## src/sfl_pkg.sv

```systemverilog
package sfl_pkg;

  // Frame and sample shape
  localparam int SFL_OCTETS = 2;
  localparam int SFL_SAMPLE_W = 16;
  localparam int SFL_SYNC_MIN = 2;

  // Special and idle octets
  localparam logic [7:0] SFL_K28_1 = 8'h3C;
  localparam logic [7:0] SFL_K28_5 = 8'hBC;
  localparam logic [7:0] SFL_K28_7 = 8'hFC;
  localparam logic [7:0] SFL_D16_2 = 8'h50;
  localparam logic [7:0] SFL_D5_6 = 8'hC5;

  // Running disparity after reset: negative
  localparam logic SFL_RD_RESET = 1'b0;

  // Scrambler 1 + x^14 + x^15
  localparam int SFL_SCR_W = 15;
  localparam int SFL_TAP_A = 14;
  localparam int SFL_TAP_B = 15;
  localparam logic [14:0] SFL_SCR_RESET = 15'h0000;

  // 5b/6b codes for negative disparity, index is x
  localparam logic [31:0][5:0] SFL_TAB6 = {
    6'h2B, 6'h1E, 6'h2E, 6'h0E, 6'h36, 6'h16, 6'h26, 6'h33,
    6'h3A, 6'h1A, 6'h2A, 6'h0B, 6'h32, 6'h13, 6'h23, 6'h1B,
    6'h17, 6'h1C, 6'h2C, 6'h0D, 6'h34, 6'h15, 6'h25, 6'h39,
    6'h38, 6'h19, 6'h29, 6'h35, 6'h31, 6'h2D, 6'h1D, 6'h27};
  localparam logic [5:0] SFL_K28_6B = 6'h0F;
  localparam logic [5:0] SFL_D7_POS = 6'h07;

  // 3b/4b codes for negative disparity, index is y
  localparam logic [7:0][3:0] SFL_TAB4 = {
    4'hE, 4'h6, 4'hA, 4'hD, 4'hC, 4'h5, 4'h9, 4'hB};
  localparam logic [3:0] SFL_A7_4B = 4'h7;

  function automatic logic [2:0] sfl_ones(input logic [5:0] v);
    logic [2:0] n;
    n = 3'h0;
    for (int i = 0; i < 6; i++)
    begin
      n = n + {2'b00, v[i]};
    end
    return n;
  endfunction

  // Returns {rd_out, abcdei, fghj}; bit 9 goes on the line first
  function automatic logic [10:0] sfl_enc(input logic [7:0] oct,
                                          input logic k,
                                          input logic rd);
    logic [5:0] s6;
    logic [3:0] s4;
    logic [4:0] x;
    logic [2:0] y;
    logic r1;
    logic bal4;
    logic alt;
    logic k28;
    x = oct[4:0];
    y = oct[7:5];
    k28 = k && (x == 5'h1C);
    s6 = k28 ? SFL_K28_6B : SFL_TAB6[x];
    // Sub-block 1 polarity choice
    if (rd && sfl_ones(s6) != 3'h3)
      s6 = ~s6;
    else if (rd && !k && x == 5'h07)
      s6 = SFL_D7_POS;
    r1 = (sfl_ones(s6) == 3'h3) ? rd : ~rd;
    // Alternate .7 avoids a run of five inside the code-group
    alt = (y == 3'h7) && (k || (!r1 && (x == 5'h11 || x == 5'h12 ||
          x == 5'h14)) || (r1 && (x == 5'h0B || x == 5'h0D ||
          x == 5'h0E)));
    s4 = alt ? SFL_A7_4B : SFL_TAB4[y];
    bal4 = (sfl_ones({2'b00, s4}) == 3'h2);
    if ((r1 && (!bal4 || y == 3'h3)) ||
        (k28 && rd && bal4 && y != 3'h3))
      s4 = ~s4;
    return {bal4 ? r1 : ~r1, s6, s4};
  endfunction

  // Self-synchronising scrambler, MSB first; returns {state, word}
  function automatic logic [30:0] sfl_scr(input logic [15:0] d,
                                          input logic [14:0] st,
                                          input logic descr);
    logic [15:0] o;
    logic [14:0] s;
    logic fb;
    s = st;
    o = 16'h0000;
    for (int i = 15; i >= 0; i--)
    begin
      fb = s[SFL_TAP_A - 1] ^ s[SFL_TAP_B - 1];
      o[i] = d[i] ^ fb;
      s = {s[13:0], descr ? d[i] : o[i]};
    end
    return {s, o};
  endfunction

endpackage

```

## src/sfl_link_if.sv

```systemverilog
interface sfl_link_if;
  // Ten-bit code-group, bit 9 first on the line
  logic [9:0] code_group;
  // Sync request from the receiver, active low
  logic sync_req_n;
  modport tx (output code_group, input sync_req_n);
  modport rx (input code_group, output sync_req_n);
endinterface

```

## src/sfl_tx.sv

```systemverilog
module sfl_tx
  import sfl_pkg::*;
(
  input wire logic clk_i,
  input wire logic rst_i,
  input wire logic ce_i,
  input wire logic [15:0] sample_i,
  output logic sample_take_o,
  input wire logic scramble_en_i,
  input wire logic idle_sync_select_i,
  input wire logic frame_align_monitor_en_i,
  output logic syncing_o,
  sfl_link_if.tx link
);

  typedef enum logic [1:0] {
    TX_DATA = 2'b01,
    TX_SYNC = 2'b10
  } sfl_tx_state_e;

  sfl_tx_state_e state_q;
  sfl_tx_state_e frame_state;
  logic [2:0] pin_s1_q;
  logic [2:0] pin_s2_q;
  logic scr_on;
  logic idle_on;
  logic fam_on;
  logic [1:0] lo_cnt_q;
  logic sync_hit;
  logic phase_q;
  logic rd_q;
  logic init_done_q;
  logic [14:0] scr_q;
  logic [30:0] scr_res;
  logic [15:0] word;
  logic [7:0] low_q;
  logic [7:0] prev_low_q;
  logic [7:0] oct;
  logic is_k;
  logic subst;
  logic [10:0] enc;
  logic [9:0] cg_q;

  // Mode pins come from outside; two flops before use
  always_ff @(posedge clk_i)
  begin
    if (rst_i)
    begin
      pin_s1_q <= 3'h0;
      pin_s2_q <= 3'h0;
    end
    else if (ce_i)
    begin
      pin_s1_q <= {scramble_en_i, idle_sync_select_i,
                   frame_align_monitor_en_i};
      pin_s2_q <= pin_s1_q;
    end
  end

  assign scr_on = pin_s2_q[2];
  assign idle_on = pin_s2_q[1];
  assign fam_on = pin_s2_q[0];

  // Request counts only after it has stayed low long enough
  always_ff @(posedge clk_i)
  begin
    if (rst_i)
      lo_cnt_q <= 2'h0;
    else if (ce_i)
    begin
      if (link.sync_req_n)
        lo_cnt_q <= 2'h0;
      else if (lo_cnt_q != 2'(SFL_SYNC_MIN))
        lo_cnt_q <= lo_cnt_q + 2'h1;
    end
  end

  assign sync_hit = (lo_cnt_q == 2'(SFL_SYNC_MIN));

  // Frame mode is decided only at the first octet, so a
  // release mid-frame never cuts a preamble frame short
  always_comb
  begin
    frame_state = state_q;
    if (!phase_q)
    begin
      unique case (state_q)
        TX_DATA:
        begin
          if (sync_hit)
            frame_state = TX_SYNC;
        end
        TX_SYNC:
        begin
          if (link.sync_req_n)
            frame_state = TX_DATA;
        end
      endcase
    end
  end

  assign scr_res = sfl_scr(sample_i, scr_q, 1'b0);
  assign word = scr_on ? scr_res[15:0] : sample_i;

  // Substitution needs both the enable and a finished sync
  // substitution condition
  assign subst = fam_on && init_done_q && (low_q == prev_low_q);

  // Octet selection for the current slot
  always_comb
  begin
    oct = 8'h00;
    is_k = 1'b0;
    unique case (frame_state)
      TX_SYNC:
      begin
        if (phase_q && idle_on)
          oct = rd_q ? SFL_D16_2 : SFL_D5_6;
        else
        begin
          oct = SFL_K28_5;
          is_k = 1'b1;
        end
      end
      TX_DATA:
      begin
        if (!phase_q)
          oct = word[15:8];
        else if (subst)
        begin
          oct = SFL_K28_7;
          is_k = 1'b1;
        end
        else
          oct = low_q;
      end
    endcase
  end

  assign enc = sfl_enc(oct, is_k, rd_q);

  // Line register and running disparity
  always_ff @(posedge clk_i)
  begin
    if (rst_i)
    begin
      cg_q <= 10'h000;
      rd_q <= SFL_RD_RESET;
    end
    else if (ce_i)
    begin
      cg_q <= enc[9:0];
      rd_q <= enc[10];
    end
  end

  // Frame phase and mode
  always_ff @(posedge clk_i)
  begin
    if (rst_i)
    begin
      phase_q <= 1'b0;
      state_q <= TX_DATA;
    end
    else if (ce_i)
    begin
      phase_q <= ~phase_q;
      state_q <= frame_state;
    end
  end

  // Sync counts as done once a data frame follows a preamble
  always_ff @(posedge clk_i)
  begin
    if (rst_i)
      init_done_q <= 1'b0;
    else if (ce_i && !phase_q && state_q == TX_SYNC &&
             frame_state == TX_DATA)
      init_done_q <= 1'b1;
  end

  // Sample capture, low octet hold and scrambler state
  always_ff @(posedge clk_i)
  begin
    if (rst_i)
    begin
      low_q <= 8'h00;
      prev_low_q <= 8'h00;
      scr_q <= SFL_SCR_RESET;
    end
    else if (ce_i && frame_state == TX_DATA)
    begin
      if (!phase_q)
      begin
        low_q <= word[7:0];
        if (scr_on)
          scr_q <= scr_res[30:16];
      end
      else
        prev_low_q <= low_q; // Original octet, not the marker
    end
  end

  // Sample is consumed on the first slot of a data frame
  assign sample_take_o = ce_i && !phase_q && frame_state == TX_DATA;
  assign syncing_o = (state_q == TX_SYNC);
  assign link.code_group = cg_q;

endmodule

```

## src/flat_wrapper.sv

```systemverilog
// flat-port wrapper written by rule: the top's interface ports become plain ports
module sfl_tx_flat import sfl_pkg::*;
  (clk_i, rst_i, ce_i, sample_i, sample_take_o, scramble_en_i, idle_sync_select_i, frame_align_monitor_en_i, syncing_o, link_code_group, link_sync_req_n);
  sfl_link_if link_i ();
  input wire logic clk_i;
  input wire logic rst_i;
  input wire logic ce_i;
  input wire logic [15:0] sample_i;
  output logic sample_take_o;
  input wire logic scramble_en_i;
  input wire logic idle_sync_select_i;
  input wire logic frame_align_monitor_en_i;
  output logic syncing_o;
  output wire logic [$bits(link_i.code_group)-1:0] link_code_group;
  input wire logic [$bits(link_i.sync_req_n)-1:0] link_sync_req_n;
  assign link_code_group = link_i.code_group;
  assign link_i.sync_req_n = link_sync_req_n;
  sfl_tx u_core (.clk_i(clk_i), .rst_i(rst_i), .ce_i(ce_i), .sample_i(sample_i), .sample_take_o(sample_take_o), .scramble_en_i(scramble_en_i), .idle_sync_select_i(idle_sync_select_i), .frame_align_monitor_en_i(frame_align_monitor_en_i), .syncing_o(syncing_o), .link(link_i));
endmodule
```

## config.mk

```make
export PLATFORM = sky130hd
export DESIGN_NAME = sfl_tx_flat
export DESIGN_NICKNAME = d
export VERILOG_FILES = /design/src/sfl_pkg.sv /design/src/sfl_link_if.sv /design/src/sfl_tx.sv /design/src/flat_wrapper.sv
export SDC_FILE = /design/constraint.sdc
export NUM_CORES = 1
export LEC_CHECK = 0
export BUFFER_PORTS_ARGS = -buffer_cell sky130_fd_sc_hd__buf_4
export CORE_MARGIN = 4
export CORE_UTILIZATION = 35
export CTS_BUF_LIST = sky130_fd_sc_hd__clkbuf_8
export DETAILED_ROUTE_END_ITERATION = 8
export RECOVER_POWER = 100
export SYNTH_ARGS = -nofsm -noshare
export SYNTH_HDL_FRONTEND = slang
export SYNTH_SLANG_ARGS = --single-unit
```

## constraint.sdc

```tcl
create_clock -name clk_i -period 11.2 [get_ports clk_i]
set_clock_uncertainty 0.05 [all_clocks]
set_input_delay 2.8 -clock clk_i [delete_from_list [all_inputs] [get_ports clk_i]]
set_output_delay 2.8 -clock clk_i [all_outputs]
set_load 0.01 [all_outputs]
```

==> out/metrics.cfg <==
[timing]
fmax_ghz = 0.0896
final_min_period_over_clock_period_pct = 99.6
finalSetupTns_ps = 0
timing_hold_violations_final = 0
unrepaired_setup_endpoints_after_global_routing = yes
period_needed_ps = 11160
setup_violations = 0
final.hold.worst_slack_ps = 427
report.final.slew_viol_count = 0
max_slew.worst_pin.slew_ps = 848
max-slew-margin-rel_pct = 43.3
worst_slack_ps = 41.9

[logic_synthesis]
post_synthesis_compound_gate_area_fraction_pct = 20.9
synth_simple_gate_area_share_pct = 21.9
dominant_cell_type_by_area_after_synthesis = sky130_fd_sc_hd__dfxtp_1
yosys_warnings = 0
synth_cells = 491
synth-seq-cells = 54
area_contributors_post_synth = sky130_fd_sc_hd__dfxtp_1 (27%), sky130_fd_sc_hd__nor2_1 (7.8%), sky130_fd_sc_hd__xor2_1 (6.9%)
synth-seq-area-share_pct = 27.5
synth.most_common_cell = sky130_fd_sc_hd__nor2_1
post_synthesis_share_of_cell_area_spent_on_xor_and_xnor_gates_pct = 13.4
yosys-mux-area-fraction_pct = 3.85
synth.lib_cells_used.distinct = 68
synth_top_family_by_area = simple AND/OR/NAND/NOR gates
synth_edf_count = 0
mappedNetlistNets = 534
most_frequent_cells_after_synthesis = sky130_fd_sc_hd__nor2_1 (82), sky130_fd_sc_hd__dfxtp_1 (54), sky130_fd_sc_hd__nand2_1 (48), sky130_fd_sc_hd__a21oi_1 (34), sky130_fd_sc_hd__xor2_1 (31)
synth-main-ff-cell = sky130_fd_sc_hd__dfxtp_1
synth.avg_cell_area_um2 = 8.01
synth_adder_area_share_pct = 7.70
async_flop_share_pct = 0
syn_area_mm2 = 0.00393
synth_top_area_share_pct = 27.5

[min_path]
hold_class = reg2reg
timing.hold.worst.start = u_core.prev_low_q[3]

[floorplanning]
die_width_um = 114
io_count = 35
cell_row_count = 38
floorplan.initialDensity_pct = 36.0
die-area_mm2 = 0.0130
die_height_um = 114
design.core.area_mm2 = 0.0109

[critical_path]
critPathMaxFanout = 7
timing.setup.critical_path_class = in2reg
reg2reg_from = u_core.low_q[2]
worst_ep_required_time_ps = 11370
ff2ff_setup_slack_ps = 1350
cpMaxStageDelayCell = sky130_fd_sc_hd__fa_1
timing.critical_path.from = link_sync_req_n
crit_top_cell = sky130_fd_sc_hd__fa_1
timing.critical_path.arrival_ps = 11330
critical_path.max_stage_delay_ps = 540
end_kind = flip-flop
critical_path_launch_point_type = primary input

[grt]
gr-usage-all-layers_pct = 17.0
grt_first_pass_wirelength_um = 18200
largest_net_degree_at_the_start_of_global_routing = 54
number_of_global_route_vias_before_repair = 3738
antenna_violations_before_repair = 0
grt_overflow = 0

[routing]
route.antenna.remaining_nets = 0
wl_cell_um = 14.7
wl_met3_um = 376
vias_cell = 5.25
drt_iter0_drc = 208
drt_drc_violations_left = 0
via_count = 3768
met1_length_um = 4850
route.top_layer_used = met4
met2RoutedLength_um = 5130
detail_route.wirelength_um = 10600
firstDrtPassIters = 5

[power_and_ir_drop]
power.switching_mw = 0.378
power_switching_share_pct = 39.2
power.share.clock_pct = 14.8
internal_power_mw = 0.587
total_leakage_power_nw = 2.09
share_seq_of_total_power_pct = 23.2
part_of_the_power_in_combinational_logic_pct = 62.0
peak_supply_drop_mv = 0.0950
power_density_over_the_cells_mw_per_mm2 = 191

[cells_and_area]
finalNetCount = 620
drive_above_1_share_pct = 25.1
final_cell_count_no_fill = 718
n_antenna_cell = 0
synthToLayoutAreaGrowth_pct = 28.3

[clock_network]
clk_transition_reported_paths_ps = 120
htree_num_levels = 2
ctsHoldBuffers = 0
cts_made_buffers = 5
cts_buffer_depth = 2
worstSkewPairLatency_ps = 320
cts_num_sinks = 54
clockRootBuffer = sky130_fd_sc_hd__clkbuf_8
cts_tree = done

[run_status]
run_status = finished, final reports clean

[place]
dp_slack_ps = -449
dpl.cell_count = 700
place.detailed.hpwl_um = 8000
io_port_bufs = 34
gp_congestion = 0.929

[job]
max_cap_viol_count = 0

[sequential cells by signal, summed over array words and instances (netlist names)]
| signal | count |
|---|---|
| u_core.low_q | 8 |
| u_core.prev_low_q | 8 |
| u_core.pin_s1_q | 3 |
| u_core.state_q | 2 |
| u_core.rd_q | 1 |
| u_core.init_done_q | 1 |
| u_core.scr_q | 15 |
| u_core.link.code_group | 10 |
| u_core.pin_s2_q | 3 |
| u_core.lo_cnt_q | 2 |
| u_core.phase_q | 1 |
[metal layers]
metal  global-route usage (%)  vias up
met5                        0        -
met4                     5.15        0
met3                     2.12       21
met2                     28.8       75
met1                     22.4     1776
li1                         -     1896
[path summary, 6_finish.rpt]
check / to / cells after the start
worst max-delay path: u_core.link.code_group[3] / 40
worst min-delay path: u_core.prev_low_q[3] / 2
worst max register to register: u_core.link.code_group[3] / 42
worst min register to register: u_core.prev_low_q[3] / 2
[cell usage in the layout, fill, tap and decap left out, types with 7 or more instances in the layout]
cell                       synthesis  routed
sky130_fd_sc_hd__nor2_1           82      81
sky130_fd_sc_hd__xor2_1           31      31
sky130_fd_sc_hd__mux2i_1          14      14
sky130_fd_sc_hd__xnor2_1          29      26
sky130_fd_sc_hd__dfxtp_1          54      54
sky130_fd_sc_hd__buf_4             2      88
sky130_fd_sc_hd__nand3_1          15      14
sky130_fd_sc_hd__ha_1             13      10
sky130_fd_sc_hd__nand2_1          48      46
sky130_fd_sc_hd__nor3_1           10       9
sky130_fd_sc_hd__a21oi_1          34      33
sky130_fd_sc_hd__a211oi_1         12       9
sky130_fd_sc_hd__o21ai_0           8       7
sky130_fd_sc_hd__inv_1            15      11
sky130_fd_sc_hd__clkbuf_1         15      14
[worst max-delay path, delay by kind of cell]
| family | cells | cell delay (ps) |
|---|---|---|
| compound gates | 11 | 2220 |
| xor+xnor | 1 | 200 |
| fa+ha+maj | 10 | 3730 |
| buf+inv | 7 | 660 |
| mux | 1 | 330 |
| simple gates | 10 | 1400 |
[per-stage QoR]
step | cell area, um^2 | power, mW | util (%)
after detailed placement | 4800 | 0.769 | 43.9
after global placement | 4800 | 0.755 | 43.9
after floorplan | 4030 | 0.582 | -
after CTS | 4970 | 0.926 | 45.5
final | 5050 | 0.965 | 46.2
after global routing | 5050 | 1.05 | 46.2
[area by class of cell]
| class | count | area, um^2 |
|---|---|---|
| Fill cell | 1085 | 5890 |
| Multi-Input combinational cell | 395 | 2860 |
| Sequential cell | 54 | 1080 |
| Timing Repair Buffer | 105 | 759 |
| Tap cell | 140 | 175 |
| Clock buffer | 5 | 68.8 |
| Inverter | 16 | 60.1 |
| Clock inverter | 3 | 47.5 |
[what timing repair did]
action,in CTS,in global routing
setup endpoints to repair,4,5
setup buffers,3,7
pin swaps,11,21
gates resized for setup,6,13
[cells by family (layout without fill, tap and decap cells)]
| family | Yosys count | in the layout |
|---|---|---|
| simple gates | 188 | 188 |
| compound gates | 112 | 112 |
| xor+xnor | 60 | 60 |
| flops | 54 | 54 |
| buf+inv | 42 | 129 |
| fa+ha+maj | 20 | 20 |
| mux | 15 | 15 |
[power by group through the flow]
stage	sequential, mW	combinational, mW	clock (mW)
detailed placement	0.228	0.541	0
floorplan	0.228	0.354	0
CTS	0.224	0.554	0.147
global route	0.226	0.664	0.158
finish	0.224	0.599	0.143
global placement	0.228	0.527	0
Note: power is estimated with default switching activity, not from simulation.
